## src/tpc_pkg.sv

```systemverilog
// package and input synchroniser for the training pattern command block
`default_nettype none

package tpc_pkg;
  // ----------------------------------------------------------------
  // opcodes
  // ----------------------------------------------------------------
  localparam logic [7:0] OPC_PROG_NV = 8'h43;  // program nonvolatile copy
  localparam logic [7:0] OPC_WR_VOL  = 8'h4a;  // write volatile copy
  localparam logic [7:0] OPC_RD_PAT  = 8'h41;  // read volatile copy

  // ----------------------------------------------------------------
  // widths, reset values, timing
  // ----------------------------------------------------------------
  localparam logic [3:0] BITS_PER_BYTE = 4'h8;   // bits in a data byte
  localparam logic [3:0] STEP_SINGLE   = 4'h1;   // bits per edge, single line
  localparam logic [3:0] STEP_QUAD     = 4'h4;   // bits per edge, quad mode
  localparam logic [7:0] PAT_RST       = 8'h00;  // pattern reset value
  localparam int         CLK_PERIOD_NS = 5;      // sys_clk_i period
  localparam int         BUSY_W        = 24;     // busy counter width
  localparam logic [3:0] OE_N_ALL_OFF  = 4'hf;   // all lines released
  localparam logic [3:0] OE_N_SO_ONLY  = 4'hd;   // only line 1 driven

  // ----------------------------------------------------------------
  // command sequencer states
  // ----------------------------------------------------------------
  typedef enum logic [2:0] {
    ST_IDLE   = 3'b000,  // chip select high
    ST_OPC    = 3'b001,  // shifting opcode
    ST_DATA   = 3'b010,  // shifting data byte
    ST_DONE   = 3'b011,  // exactly one data byte held
    ST_RDOUT  = 3'b100,  // pattern shifting out
    ST_IGNORE = 3'b101   // command discarded until deselect
  } tpc_st_t;
endpackage : tpc_pkg

// ------------------------------------------------------------------
// two-flop synchroniser
// ------------------------------------------------------------------
module tpc_sync2 #(
  parameter int W = 6
) (
  // clock and reset
  input  wire logic         sys_clk_i,
  input  wire logic         rst_n_i,
  // async in, synced out
  input  wire logic [W-1:0] async_i,
  output logic      [W-1:0] sync_o
);
  logic [W-1:0] meta_ff;  // first stage, read only by the second

  // plain two-stage capture
  always_ff @(posedge sys_clk_i or negedge rst_n_i) begin
    if (!rst_n_i) begin
      meta_ff <= '0;
      sync_o  <= '0;
    end else begin
      meta_ff <= async_i;
      sync_o  <= meta_ff;
    end
  end
endmodule : tpc_sync2

`default_nettype wire

```

## src/tpc_pattern_cmd.sv

```systemverilog
// training pattern register command handling, device side
// ------------------------------------------------------------------
// Functional notes
// - nonvolatile program needs write enable latch set
// - opcode 43h then one data byte
// - nonvolatile program discarded unless exact byte boundary
// - program self-timed, busy flag high while running
// - failed program raises program error flag
// - program completion clears write enable latch
// - volatile write needs write enable latch set
// - opcode 4Ah then one data byte
// - volatile write discarded unless exact byte boundary
// - volatile write applied at deselect, no busy
// - opcode 41h shifts out volatile pattern
// - pattern repeats every further eight clocks single line, every two in quad
// - two pattern copies, nonvolatile and volatile
// - enabled pattern driven on all lines in window
// - all commands work single line and quad
// ------------------------------------------------------------------
`default_nettype none

module tpc_pattern_cmd #(
  parameter int unsigned PROG_TIME_NS = 200000  // self-timed program time
) (
  // clock and reset
  input  wire logic       sys_clk_i,
  input  wire logic       rst_n_i,
  // serial pins from the host
  input  wire logic       cs_n_i,
  input  wire logic       sck_i,
  input  wire logic [3:0] io_i,
  output logic      [3:0] io_o,
  output logic      [3:0] io_oe_n_o,
  // device control and status
  input  wire logic       quad_command_mode_i,
  input  wire logic       write_enable_cmd_i,
  input  wire logic       prog_fail_i,
  input  wire logic       pattern_enable_bit_i,
  input  wire logic       pattern_window_i,
  output logic            write_enable_latch_o,
  output logic            write_in_progress_o,
  output logic            prog_err_o,
  output logic      [7:0] nonvolatile_pattern_reg_o,
  output logic      [7:0] volatile_pattern_reg_o
);
  // ----------------------------------------------------------------
  // derived timing
  // ----------------------------------------------------------------
  localparam int unsigned PROG_CYC_I =
    (PROG_TIME_NS + tpc_pkg::CLK_PERIOD_NS - 1) / tpc_pkg::CLK_PERIOD_NS;
  localparam logic [tpc_pkg::BUSY_W-1:0] PROG_CYC =
    PROG_CYC_I[tpc_pkg::BUSY_W-1:0];
  // one at counter width, so the countdown never mixes widths
  localparam logic [tpc_pkg::BUSY_W-1:0] BCNT_ONE =
    {{(tpc_pkg::BUSY_W-1){1'b0}}, 1'b1};

  // ----------------------------------------------------------------
  // state
  // ----------------------------------------------------------------
  typedef struct packed {
    tpc_pkg::tpc_st_t          st;       // sequencer state
    logic                      cs_prev;  // last synced chip select
    logic                      sck_prev; // last synced serial clock
    logic [3:0]                cnt;      // bits of current byte
    logic [7:0]                sh;       // input shifter
    logic [7:0]                opc;      // accepted write opcode
    logic [7:0]                dat;      // captured data byte
    logic [7:0]                rot;      // read rotator
    logic [7:0]                dsh;      // window pattern rotator
    logic                      pat_on;   // window active last cycle
    logic [3:0]                dout;     // line output values
    logic [3:0]                oe_n;     // line enables, low drives
    logic                      wlat;     // write enable latch
    logic                      busy;     // write in progress
    logic                      perr;     // program error
    logic [tpc_pkg::BUSY_W-1:0] bcnt;    // busy countdown
    logic [7:0]                nv_pat;   // nonvolatile copy
    logic [7:0]                v_pat;    // volatile copy
  } tpc_state_t;

  tpc_state_t q_ff;   // registered state
  tpc_state_t nxt_q;  // next state

  // ----------------------------------------------------------------
  // pin synchronisation
  // ----------------------------------------------------------------
  // chip select enters inverted: the cleared synchroniser then reads
  // as deselected, so no false select edge follows reset
  logic [5:0] pins_s;  // {cs active high, sck, io}
  tpc_sync2 #(.W(6)) u_sync (
    .sys_clk_i (sys_clk_i),
    .rst_n_i   (rst_n_i),
    .async_i   ({~cs_n_i, sck_i, io_i}),
    .sync_o    (pins_s)
  );

  logic       cs_n_s;    // synced chip select
  logic       sck_s;     // synced serial clock
  logic [3:0] io_s;      // synced data lines
  logic       cs_rise;   // deselect edge
  logic       cs_fall;   // select edge
  logic       sck_rise;  // sample edge
  logic       sck_fall;  // launch edge
  logic       pat_act;   // pattern window in force
  logic [3:0] step;      // bits per clock edge
  assign cs_n_s   = ~pins_s[5];
  assign sck_s    = pins_s[4];
  assign io_s     = pins_s[3:0];
  assign cs_rise  = cs_n_s & ~q_ff.cs_prev;
  assign cs_fall  = ~cs_n_s & q_ff.cs_prev;
  assign sck_rise = sck_s & ~q_ff.sck_prev;
  assign sck_fall = ~sck_s & q_ff.sck_prev;
  assign pat_act  = pattern_enable_bit_i & pattern_window_i;
  assign step     = quad_command_mode_i ? tpc_pkg::STEP_QUAD
                                        : tpc_pkg::STEP_SINGLE;

  // msb-first shift, one or four bits per rising edge
  function automatic logic [7:0] shift_in(input logic [7:0] s,
                                          input logic       quad,
                                          input logic [3:0] d);
    shift_in = quad ? {s[3:0], d} : {s[6:0], d[0]};
  endfunction

  // ----------------------------------------------------------------
  // next state
  // ----------------------------------------------------------------
  always_comb begin
    logic [7:0] sh;
    logic [3:0] cnt;
    sh       = shift_in(q_ff.sh, quad_command_mode_i, io_s);
    cnt      = q_ff.cnt + step;
    nxt_q    = q_ff;
    nxt_q.cs_prev  = cs_n_s;
    nxt_q.sck_prev = sck_s;

    // self-timed program countdown
    if (q_ff.busy) begin
      if (q_ff.bcnt <= BCNT_ONE) begin
        nxt_q.busy = 1'b0;
        nxt_q.wlat = 1'b0;
        nxt_q.perr = prog_fail_i;
        if (!prog_fail_i) begin
          nxt_q.nv_pat = q_ff.dat;
        end
      end else begin
        nxt_q.bcnt = q_ff.bcnt - BCNT_ONE;
      end
    end

    if (cs_rise) begin
      // only a full single data byte executes
      if (q_ff.st == tpc_pkg::ST_DONE && q_ff.wlat && !q_ff.busy) begin
        if (q_ff.opc == tpc_pkg::OPC_PROG_NV) begin
          nxt_q.busy = 1'b1;
          nxt_q.bcnt = PROG_CYC;
          nxt_q.perr = 1'b0;
        end else begin
          nxt_q.v_pat = q_ff.dat;
        end
      end
      nxt_q.st = tpc_pkg::ST_IDLE;
    end else if (cs_fall) begin
      // new command frame
      nxt_q.st  = tpc_pkg::ST_OPC;
      nxt_q.cnt = 4'h0;
    end else if (!cs_n_s && sck_rise) begin
      // sample on rising edge
      case (q_ff.st)
        tpc_pkg::ST_OPC: begin
          nxt_q.sh  = sh;
          nxt_q.cnt = cnt;
          if (cnt == tpc_pkg::BITS_PER_BYTE) begin
            nxt_q.cnt = 4'h0;
            if (sh == tpc_pkg::OPC_RD_PAT) begin
              nxt_q.st  = tpc_pkg::ST_RDOUT;
              nxt_q.rot = q_ff.v_pat;
            end else if ((sh == tpc_pkg::OPC_PROG_NV ||
                          sh == tpc_pkg::OPC_WR_VOL) &&
                         q_ff.wlat && !q_ff.busy) begin
              nxt_q.st  = tpc_pkg::ST_DATA;
              nxt_q.opc = sh;
            end else begin
              nxt_q.st = tpc_pkg::ST_IGNORE;   // not ours or not enabled
            end
          end
        end
        tpc_pkg::ST_DATA: begin
          nxt_q.sh  = sh;
          nxt_q.cnt = cnt;
          if (cnt == tpc_pkg::BITS_PER_BYTE) begin
            nxt_q.dat = sh;
            nxt_q.st  = tpc_pkg::ST_DONE;
          end
        end
        tpc_pkg::ST_DONE: begin
          nxt_q.st = tpc_pkg::ST_IGNORE;
        end
        default: begin
          nxt_q.st = q_ff.st;                  // idle, reading, ignoring
        end
      endcase
    end else if (!cs_n_s && sck_fall && q_ff.st == tpc_pkg::ST_RDOUT) begin
      // launch on falling edge; rotation repeats the byte
      if (quad_command_mode_i) begin
        nxt_q.dout = q_ff.rot[7:4];
        nxt_q.rot  = {q_ff.rot[3:0], q_ff.rot[7:4]};
      end else begin
        nxt_q.dout = {2'b00, q_ff.rot[7], 1'b0};
        nxt_q.rot  = {q_ff.rot[6:0], q_ff.rot[7]};
      end
    end

    // pattern window for double-rate reads, one bit per edge
    nxt_q.pat_on = pat_act;
    if (pat_act) begin
      if (!q_ff.pat_on) begin
        nxt_q.dsh = q_ff.v_pat;
      end else if (sck_rise || sck_fall) begin
        nxt_q.dsh = {q_ff.dsh[6:0], q_ff.dsh[7]};
      end
      nxt_q.dout = {4{nxt_q.dsh[7]}};
    end

    // line enables follow the next state, so writes drive only inside the pattern window
    if (pat_act) begin
      nxt_q.oe_n = 4'h0;
    end else if (nxt_q.st == tpc_pkg::ST_RDOUT) begin
      nxt_q.oe_n = quad_command_mode_i ? 4'h0 : tpc_pkg::OE_N_SO_ONLY;
    end else begin
      nxt_q.oe_n = tpc_pkg::OE_N_ALL_OFF;
    end

    // a set arriving with the completion clear wins
    if (write_enable_cmd_i) begin
      nxt_q.wlat = 1'b1;
    end
  end

  // ----------------------------------------------------------------
  // state register
  // ----------------------------------------------------------------
  always_ff @(posedge sys_clk_i or negedge rst_n_i) begin
    if (!rst_n_i) begin
      q_ff        <= '0;
      q_ff.st     <= tpc_pkg::ST_IDLE;
      q_ff.cs_prev <= 1'b1;
      q_ff.oe_n   <= tpc_pkg::OE_N_ALL_OFF;
      q_ff.nv_pat <= tpc_pkg::PAT_RST;
      q_ff.v_pat  <= tpc_pkg::PAT_RST;
    end else begin
      q_ff <= nxt_q;
    end
  end

  // ----------------------------------------------------------------
  // outputs
  // ----------------------------------------------------------------
  assign io_o                      = q_ff.dout;
  assign io_oe_n_o                 = q_ff.oe_n;
  assign write_enable_latch_o      = q_ff.wlat;
  assign write_in_progress_o       = q_ff.busy;
  assign prog_err_o                = q_ff.perr;
  assign nonvolatile_pattern_reg_o = q_ff.nv_pat;
  assign volatile_pattern_reg_o    = q_ff.v_pat;
endmodule : tpc_pattern_cmd

`default_nettype wire

```

## config.mk

```make
export PLATFORM = sky130hd
export DESIGN_NAME = tpc_pattern_cmd
export DESIGN_NICKNAME = d
export VERILOG_FILES = /design/src/tpc_pkg.sv /design/src/tpc_pattern_cmd.sv
export SDC_FILE = /design/constraint.sdc
export NUM_CORES = 1
export LEC_CHECK = 0
export ABC_AREA = 1
export BUFFER_PORTS_ARGS = -buffer_cell sky130_fd_sc_hd__buf_4
export CORE_MARGIN = 2
export CORE_UTILIZATION = 60
export CTS_CLUSTER_DIAMETER = 100
export DETAILED_ROUTE_END_ITERATION = 6
export GPL_ROUTABILITY_DRIVEN = 0
export PLACE_DENSITY = 0.82
export SLEW_MARGIN = 40
export SYNTH_ARGS = -nofsm -noshare
export SYNTH_HDL_FRONTEND = slang
export SYNTH_SLANG_ARGS = --single-unit
export TNS_END_PERCENT = 30
```

## constraint.sdc

```tcl
create_clock -name sys_clk_i -period 2.8 [get_ports sys_clk_i]
set_input_delay 0.42 -clock sys_clk_i [delete_from_list [all_inputs] [get_ports sys_clk_i]]
set_output_delay 0.42 -clock sys_clk_i [all_outputs]
set_load 0.005 [all_outputs]
```

### Word level (Yosys, flattened, before mapping)

Cells that the tools add are included.

* add/sub/neg operators: 2
* order comparisons: 1
* equal/unequal tests: 17
* muxes and demuxes: 46
* bitwise operators: 15
* reduce and logical (&&, ||, !) cells: 27

Operators by type and width (number)
* 2-to-1 mux 8 bit: 17
* 2-to-1 mux 26 bit: 3
* 2-to-1 mux 4 bit: 11
* 2-to-1 mux 35 bit: 1
* equality test 8 x 7 -> 1 bit, second input constant: 4
* 2-to-1 mux 28 bit: 1
* 2-to-1 mux 3 bit: 9
* <= comparator 24 x 1 -> 1 bit, second input constant: 1
* 2-to-1 mux 24 bit: 1
* one-hot mux 12 bit (2 select lines): 1
* subtractor 24 x 1 -> 24 bit, second input constant: 1
* inequality test 2 x 1 -> 1 bit, second input constant: 6
* nonzero test 2 bit: 6
* NOT 1 bit: 10
* one-hot mux 3 bit (3 select lines): 1
* AND reduction 3 bit: 3
* AND reduction 4 bit: 2
* logical AND 1 bit: 7
* AND reduction 7 bit: 1
* equality test 3 x 2 -> 1 bit, second input constant: 2
* equality test 3 bit, second input constant: 2
* AND reduction 6 bit: 1
* AND 1 bit: 5
* AND reduction 5 bit: 1
* 9 further kinds: 11

* register bits after elaboration: 113
* input bits: 13
* output and inout bits: 27
* logic and storage cells: 129

### Depth between registers and ports, before layout

Gate-level depths: netlist of run 1.

* word-level depth: 15
* gate-level depth with buffers: 18
* depth with buffers taken out: 18

### Cells and area by module

A second synthesis of run 1 with hierarchy kept.

* cell total of the unflattened synthesis: 687
* area, all modules: 5591.6 um^2

Modules (own cells, without submodules)
* tpc_pattern_cmd: times used 1, cells an instance 675, area an instance 5291.3 um^2, sequential area each 2456.1 um^2
* tpc_sync2: times used 1, cells an instance 12, area an instance 300.3 um^2, sequential area each 300.3 um^2

### Worst setup path after synthesis of run 1

Ideal clock, no wire load.

* kind: input to register
* start: input port quad_command_mode_i
* end: register q_ff[60] in the netlist's numbering
* setup time: 0.126 ns
* arrival: 1.969 ns
* data required time: 2.674 ns
* path slack: 0.705 ns
* cell stages on the path: 12
* path buffers: 1
* cells stage by stage: inv_2 > ha_1 > ha_1 > nor2_1 > nand2_1 > nor2_1 > inv_2 > nor4_4 > nor2_2 > nor2_4 > buf_6 > o21ai_0

* longest elaborated chain between the ends: 5
* elaborated cells on any way between the ends: 11
* those cells by class: add/sub: 1; eq/ne: 4; mux: 5; reduce/logical: 1

RTL lines
* from (decl): line tpc_pattern_cmd.sv:35 `input wire logic quad_command_mode_i,`
* 2-to-1 mux 3 bit: line tpc_pattern_cmd.sv:114 `assign step = quad_command_mode_i ? tpc_pkg::STEP_QUAD`
* adder 4 x 3 -> 4 bit: line tpc_pattern_cmd.sv:131 `cnt = q_ff.cnt + step;`
* equality test 4 bit: line tpc_pattern_cmd.sv:172 `if (cnt == tpc_pkg::BITS_PER_BYTE) begin`
* inequality test 2 x 1 -> 1 bit (no source line)
* AND reduction 6 bit (no source line)
* to (signal assigned): line tpc_pattern_cmd.sv:251 `q_ff <= nxt_q;`
* to (decl): line tpc_pattern_cmd.sv:81 `tpc_state_t q_ff;`

Several ways; a longest one is shown, not always the timed one. The select of a mux whose other input is x is not followed.
A chain may end at the register's enable or synchronous reset.

### Worst setup path in the final report of run 1

* start: register q_ff[92] in the netlist's numbering
* end: register q_ff[79] in the netlist's numbering

* longest elaborated chain between the ends: 3

RTL lines (line)
* adder 4 x 3 -> 4 bit: tpc_pattern_cmd.sv:131
* equality test 4 bit: tpc_pattern_cmd.sv:172
* AND reduction 7 bit (no source line)

No other way between the ends.

==> results of run 1 <==
metal layers:
layer	track usage, %	share of wire (%)	up-vias
met1	33.6	44	2101
li1	-	-	2156
met5	0	0	-
met2	38.0	49	124
met3	3.02	4.5	26
met4	9.17	2.1	0
registers in the layout (all words and copies together), names as in the netlist:
name,cells
io_o,4
io_oe_n_o,2
nonvolatile_pattern_reg_o,8
prog_err_o,1
q_ff,73
u_sync.meta_ff,6
u_sync.sync_o,6
volatile_pattern_reg_o,8
write_enable_latch_o,1
write_in_progress_o,1
kinds of logic (layout without fill, tap and decap cells):
group / count (synthesis) / count (layout) / share of synthesized area, %
and+or+nand+nor: 296 / 296 / 24.2
AOI/OAI and AO/OA: 124 / 124 / 12.0
buffers and inverters: 124 / 150 / 10.4
DFF: 110 / 110 / 50.1
adders and majority gates: 9 / 9 / 2.05
xor gates and xnor gates: 7 / 7 / 1.12
worst reg2reg max path, cell delays in order (launching register included):
cell,delay (ns)
dfrtp_1,0.40
ha_1,0.20
ha_1,0.20
xnor2_1,0.18
nand2_1,0.09
nor2_1,0.21
nand3_1,0.15
inv_1,0.10
nand4_1,0.11
inv_1,0.24
nand2_1,0.08
o21ai_0,0.09
inv_1,0.06
per-stage QoR:
step | utilization (%) | hold WS [ns] | worst slack, ns
global placement | 65.2 | 0.332 | 0.465
detailed placement | 65.2 | 0.335 | 0.318
finish | 67.5 | 0.0201 | 0.573
floorplan | - | 0.124 | 0.705
global route | 67.5 | 0.0564 | 0.334
CTS | 67.5 | 0.0390 | 0.560
power breakdown:
group | switching [mW] | internal [mW]
clock network | 0.540 | 0.423
registers | 0.0935 | 1.71
logic | 0.251 | 0.161
worst max path at each step:
stage | to | cells after the start | start | slack, ns
floorplan | q_ff[60]$_DFFE_PN0P_ | 12 | quad_command_mode_i | 0.70
global placement | q_ff[60]$_DFFE_PN0P_ | 12 | quad_command_mode_i | 0.47
detailed placement | q_ff[79]$_DFFE_PN0P_ | 14 | quad_command_mode_i | 0.32
CTS | q_ff[79]$_DFFE_PN0P_ | 12 | q_ff[92]$_DFFE_PN0P_ | 0.56
global route | q_ff[79]$_DFFE_PN0P_ | 12 | q_ff[92]$_DFFE_PN0P_ | 0.33
finish | q_ff[79]$_DFFE_PN0P_ | 12 | q_ff[92]$_DFFE_PN0P_ | 0.57
cells in the final DEF, fill, tap and decap left out, types with 3 or more instances in the layout:
cell | netlist | final
buf_4 | 24 | 44
o21ai_2 | 4 | 4
nor2_1 | 65 | 65
dfrtp_1 | 107 | 107
nand3_1 | 28 | 28
xor2_1 | 5 | 5
nand2_2 | 6 | 6
nor3_1 | 7 | 7
o21ai_0 | 70 | 70
nand2_1 | 156 | 156
inv_2 | 4 | 4
a21oi_1 | 42 | 42
nor2_2 | 5 | 5
nor2_4 | 4 | 4
nand4_1 | 9 | 9
inv_1 | 84 | 84
dfstp_2 | 3 | 3
ha_1 | 9 | 9
clkbuf_8 | 0 | 9
Yosys cell counts, types with 7 or more instances:
cell and number:
nand2_1 156, nor3_1 7, buf_4 24, clkbuf_1 7
inv_1 84, dfrtp_1 107, o21ai_0 70, nor2_1 65
ha_1 9, a21oi_1 42, nand3_1 28, nand4_1 9
cell type report:
class                           instances  area [µm²]
Multi-Input combinational cell        436        2170
Sequential cell                       110        2760
Clock buffer                           10         128
Clock inverter                          6        68.8
Fill cell                             684        2870
Tap cell                              108         135
Timing Repair Buffer                   45         350
Inverter                               89         334
==> results by group, run 1 <==
Critical path
  • R2R Path End: q_ff[79]$_DFFE_PN0P_
  • Critical Path AT: between 2 and 2.5 ns
  • Flop2flop setup slack: 0.57 ns
  • Reg2Reg Depth: 12
  • Top cell family by delay on the critical path: simple AND/OR/NAND/NOR gates
  • CP dominant cell by count: inv_1
  • Slowest stage delay, CP: approximately 0.40 ns
  • Required time at the worst-slack endpoint: just over 3 ns
  • Crit path buf inv count: 3
  • Critical path type: reg2reg
  • Crit start category: flip-flop
  • CP Capture Type: flip-flop
  • Slowest-stage cell, CP: dfrtp_1
  • Worst-path cell chain: ha_1 > ha_1 > xnor2_1 > nand2_1 > nor2_1 > nand3_1 > inv_1 > nand4_1 > inv_1 > nand2_1 > o21ai_0 > inv_1
  • Worst Path Max Fanout: 9
  • Critical R2R Launch: q_ff[92]$_DFFE_PN0P_

Floorplan
  • Die area: roughly 0.0099 mm²
  • Die H: approximately 100 µm
  • DIE WIDTH: 99.7 µm
  • Initial core utilization: 62.4%
  • Core ar.: a little under 0.009 mm²
  • Num ports: 40
  • Core Rows: 34

Run status
  • Status: finished clean

Route
  • Mean routed wirelength per cell: around 14 µm
  • 1st-pass router iterations: 5
  • Post-DRT Antenna Nets: 0
  • Post-route DRC: 0
  • Vias per inst: roughly 5.5
  • Post-detailed-routing wire length: about 11000 µm
  • Vias: around 4400
  • Initial DRC count: 252

Global route
  • First-pass GRT wire length: between 15000 and 20000 µm
  • Total GRT Usage: 23.8%
  • Vias in the first global route: ~4100
  • Largest net degree at the start of global routing: 69
  • Initial antenna violation count: 0
  • Gr ovfl total: 0

Synth
  • Primary FF master, synth: dfrtp_1
  • Post-synthesis cell count: 670
  • Post-Syn Area: approximately 0.0055 mm²
  • Top cell type's share of synthesized area: roughly half
  • Count of different cell masters after synthesis: 40
  • Flops & latches, synth: 110
  • Synth top area cells: dfrtp_1, nand2_1, o21ai_0
  • Post-synth net total: slightly below 700
  • Post-synth EDFFs: 0
  • Synthesized area per cell: approximately 8 µm²
  • Async S/R FF share, synth: 100%
  • Yosys top cell by area: dfrtp_1
  • Yosys warnings: 0
  • Register area share after synthesis: about 50%

STA
  • Fin. Hold Viols: 0
  • Fmax achieved: between 400 and 500 MHz
  • Clock skew: 0.0165 ns
  • Final-report max-slew violation count: 0
  • # setup viols final: 0
  • Final worst-path cycle share: about four fifths
  • Setup TNS: 0 ns
  • Actual slew at the worst max-slew pin: between 0.5 and 0.6 ns
  • RSZ-0062 raised after global routing: false
  • Period minus WS final: approximately 2.2 ns
  • Slew HR: about 62%

Power and ir drop
  • VDD IR-drop max: 0.276 mV
  • Overall power: approximately 3.2 mW
  • P per Cell Area: ~530 mW/mm²
  • Leakage: 3.13 nW

Final layout
  • P&R area growth vs syn: 8.06%
  • Non-Filler Instances: about 800
  • Share of layout cells above drive strength 1: 13.8%
  • N_diodes: 0
  • Final instance area: 0.00594 mm²
  • Nets: 713

Clock tree
  • Clock Tree Buf Depth: 2
  • H-tree Lvls: 3
  • Clk sinks: between 100 and 150
  • CTS resizes: 0
  • TritonCTS clock tree: built
  • Setup Fix Bufs, Post-CTS: 0
  • CTS root buffer: clkbuf_8
  • CTS clk-pin slew, worst paths: approximately 0.1 ns
  • # hold bufs at CTS: 0
  • Later-pin clock latency in the skew report: 0.37 ns
  • Num CTS Buffers: 9

Worst hold path
  • Min-delay worst type: in2async

Place
  • Dpl cells: 788
  • Post-DP Area: about 0.0057 mm²
  • Port Buf Inserts: 39
  • Dpl hpwl: approximately 8200 µm

Flow run
  • Max Cap Viol: 0
Note: power is estimated with default switching activity, not from simulation.
==> run 2: changes to the inputs <==
ABC_AREA = 0   (was 1)
PLACE_DENSITY = 0.83   (was 0.82)
clock period = 2.15 ns   (was 2.8 ns; I/O delays follow)
==> results by group, run 2 <==
Run status
  • Status: complete, but fails checks
  • Failing checks: setup timing

Floorplan
  • Num ports: 40
  • Initial core utilization: 60.9%
  • Die area: about 0.0095 mm²
  • Die H: 97.4 µm
  • DIE WIDTH: roughly 97 µm
  • Core Rows: 34
  • Core ar.: between 0.008 and 0.009 mm²

Clock tree
  • H-tree Lvls: 3
  • TritonCTS clock tree: built
  • Clock Tree Buf Depth: 2
  • CTS clk-pin slew, worst paths: about 0.12 ns
  • Clk sinks: 110
  • Num CTS Buffers: 9
  • Later-pin clock latency in the skew report: ~0.4 ns
  • CTS root buffer: clkbuf_8

Final layout
  • Non-Filler Instances: roughly 660
  • Multi-input logic area: about 0.0024 mm²
  • Reg with most FFs: q_ff
  • Most frequent cells in the layout: dfrtp_1, buf_4, nor2_1, a21oi_1, mux2_2
  • Max reg flops: 73
  • Nets: about 560
  • N_diodes: 0
  • FF/Latch Area: ~0.0028 mm²
  • Fin util: 73.5%
  • Share of layout cells above drive strength 1: a little over a third
  • Fillcell total: 545
  • P&R area growth vs syn: 20.7%
  • Commonest non-fill, non-tap cell in the layout: dfrtp_1

Synth
  • Synth top area cells: dfrtp_1, mux2_2, buf_4
  • Count leader, synth: dfrtp_1
  • Post-Syn Area: approximately 0.0052 mm²
  • Register area share after synthesis: 52.7%
  • Flops & latches, synth: 110
  • Most instantiated cells after synthesis: dfrtp_1, nor2_1, a21oi_1
  • Synthesized area per cell: 11.0 µm²
  • Post-synth net total: 496
  • Top cell type's share of synthesized area: about half
  • Primary FF master, synth: dfrtp_1
  • Post-synthesis cell count: 474
  • Async S/R FF share, synth: 100%
  • Yosys warnings: 0
  • Post-synth EDFFs: 0
  • Count of different cell masters after synthesis: 53
  • Yosys top cell by area: dfrtp_1

STA
  • Period minus WS final: between 2 and 3 ns
  • Actual slew at the worst max-slew pin: ~0.59 ns
  • Setup TNS: -9.25 ns
  • Clock skew: 0.0187 ns
  • Final worst-path cycle share: 117%
  • Fmax achieved: 399 MHz
  • Final-report max-slew violation count: 0
  • Worst Setup Slack, final: -0.357 ns
  • Fin. Hold Viols: 0
  • RSZ-0062 raised after global routing: true
  • Slew HR: just over 60%
  • # setup viols final: 53

Route
  • Post-DRT Antenna Nets: 0
  • Post-route DRC: 0
  • 1st-pass router iterations: 4
  • Mean routed wirelength per cell: around 17 µm
  • Vias per inst: 5.76
  • Post-detailed-routing wire length: roughly 11000 µm
  • Initial DRC count: 202
  • Vias: 3775

Power and ir drop
  • P per Cell Area: a little over 600 mW/mm²
  • Overall power: 3.92 mW
  • Leakage: between 3 and 4 nW
  • VDD IR-drop max: 0.339 mV

Worst hold path
  • Worst Hold Path Cells: 1
  • Hold Path Sink: u_sync.meta_ff[4]$_DFF_PN0_
  • Hold path start: sck_i
  • Min-delay worst type: in2reg

Flow run
  • Max Cap Viol: 0

Global route
  • Gr ovfl total: 0
  • Initial antenna violation count: 0
  • Met1 usage: 32.1%
  • Met3 Use GR: roughly 3.4%
  • GR Layer Usage met2: about 41%
  • Vias in the first global route: between 3000 and 4000
  • Largest net degree at the start of global routing: 40
  • First-pass GRT wire length: around 19000 µm
  • Layer with the highest usage: met2
  • Total GRT Usage: between 20% and 30%

Critical path
  • Reg2Reg Depth: 7
  • Critical Path AT: 2.80 ns
  • Required time at the worst-slack endpoint: 2.44 ns
  • Worst Path Max Fanout: 3
  • Flop2flop setup slack: -0.36 ns
  • Critical R2R Launch: q_ff[92]$_DFFE_PN0P_
  • Crit start category: flip-flop
  • CP Capture Type: flip-flop
  • Critical path type: reg2reg
  • R2R Path End: q_ff[79]$_DFFE_PN0P_

Place
  • Pre-CTS WS: -0.485 ns
  • Port Buf Inserts: 39
  • Dpl cells: 631
  • Dpl hpwl: between 7000 and 8000 µm
==> run 2: cell types whose count changed after synthesis, sizes merged, moves of 9 or more <==
cell	before	now
a21oi	43	28
nand2b	0	14
xnor2	2	13
mux2i	0	15
o21ai	74	24
clkbuf	7	18
nand3	30	4
inv	88	11
nor2	74	36
mux2	0	34
nand2	163	26
nor4	3	12
==> run 2: kinds of logic after synthesis <==
| logic type | synth area share (%) |
|---|---|
| AO/OA/AOI/OAI | 10.3 |
| XOR/XNOR | 3.01 |
| adder cells (fa/ha/maj) | 2.15 |
| buffers and inverters | 5.59 |
| flip-flops | 52.7 |
| multiplexers | 10.8 |
| AND/OR/NAND/NOR | 15.5 |
==> run 2: cell type report <==
class	instances	area share [%]
well taps	108	2.14
flip-flops and latches	110	43.6
clock buffers	9	1.96
inverters	11	0.693
clock inverters	7	1.41
multi-input cells	310	37.8
repair buffers	100	12.4
==> run 2: worst max-delay path by stage <==
| stage | slack, ns | from | endpoint |
|---|---|---|---|
| floorplan | -0.72 | quad_command_mode_i | q_ff[79]$_DFFE_PN0P_ |
| global placement | -0.44 | quad_command_mode_i | q_ff[79]$_DFFE_PN0P_ |
| detailed placement | -0.49 | quad_command_mode_i | q_ff[79]$_DFFE_PN0P_ |
| CTS | -0.35 | q_ff[92]$_DFFE_PN0P_ | q_ff[81]$_DFFE_PN0P_ |
| global route | -0.41 | q_ff[92]$_DFFE_PN0P_ | q_ff[79]$_DFFE_PN0P_ |
| finish | -0.36 | q_ff[92]$_DFFE_PN0P_ | q_ff[79]$_DFFE_PN0P_ |
==> run 2: per-stage QoR <==
step / cell area (µm²) / hold slack [ns]
floorplan: 5350 / 0.0269
global placement: 5890 / 0.331
detailed placement: 5890 / 0.336
CTS: 6220 / 0.0225
global route: 6320 / 0.0158
finish: 6320 / 0.0290
==> run 2: metal layers <==
metal / share of wire, % / vias up
met4: 2.6 / 0
li1: - / 1796
met3: 3.1 / 25
met2: 52 / 77
met1: 42 / 1877
met5: 0 / -
==> run 2: what timing repair did <==
action	in CTS	in global routing
setup endpoints to repair	59	61
setup buffers	4	3
gates resized for setup	14	18
endpoints found under the hold margin	34	0
hold buffers	1	0
pin swaps	4	10
==> run 2: critical path, stage by stage (launching register included) <==
cell and delay (ns):
dfrtp_1 0.42, ha_4 0.18, ha_4 0.21, or4_4 0.51, or4_4 0.47, nor4_4 0.19, nand2_2 0.13, mux2_4 0.31
==> run 2: where the power goes <==
| part | leakage, nW | internal [mW] | switching [mW] | total [mW] |
|---|---|---|---|---|
| logic | 1.51 | 0.188 | 0.222 | 0.410 |
| registers | 1.45 | 2.16 | 0.0831 | 2.25 |
| clock network | 0.106 | 0.473 | 0.795 | 1.27 |
| total | 3.06 | 2.82 | 1.10 | 3.92 |
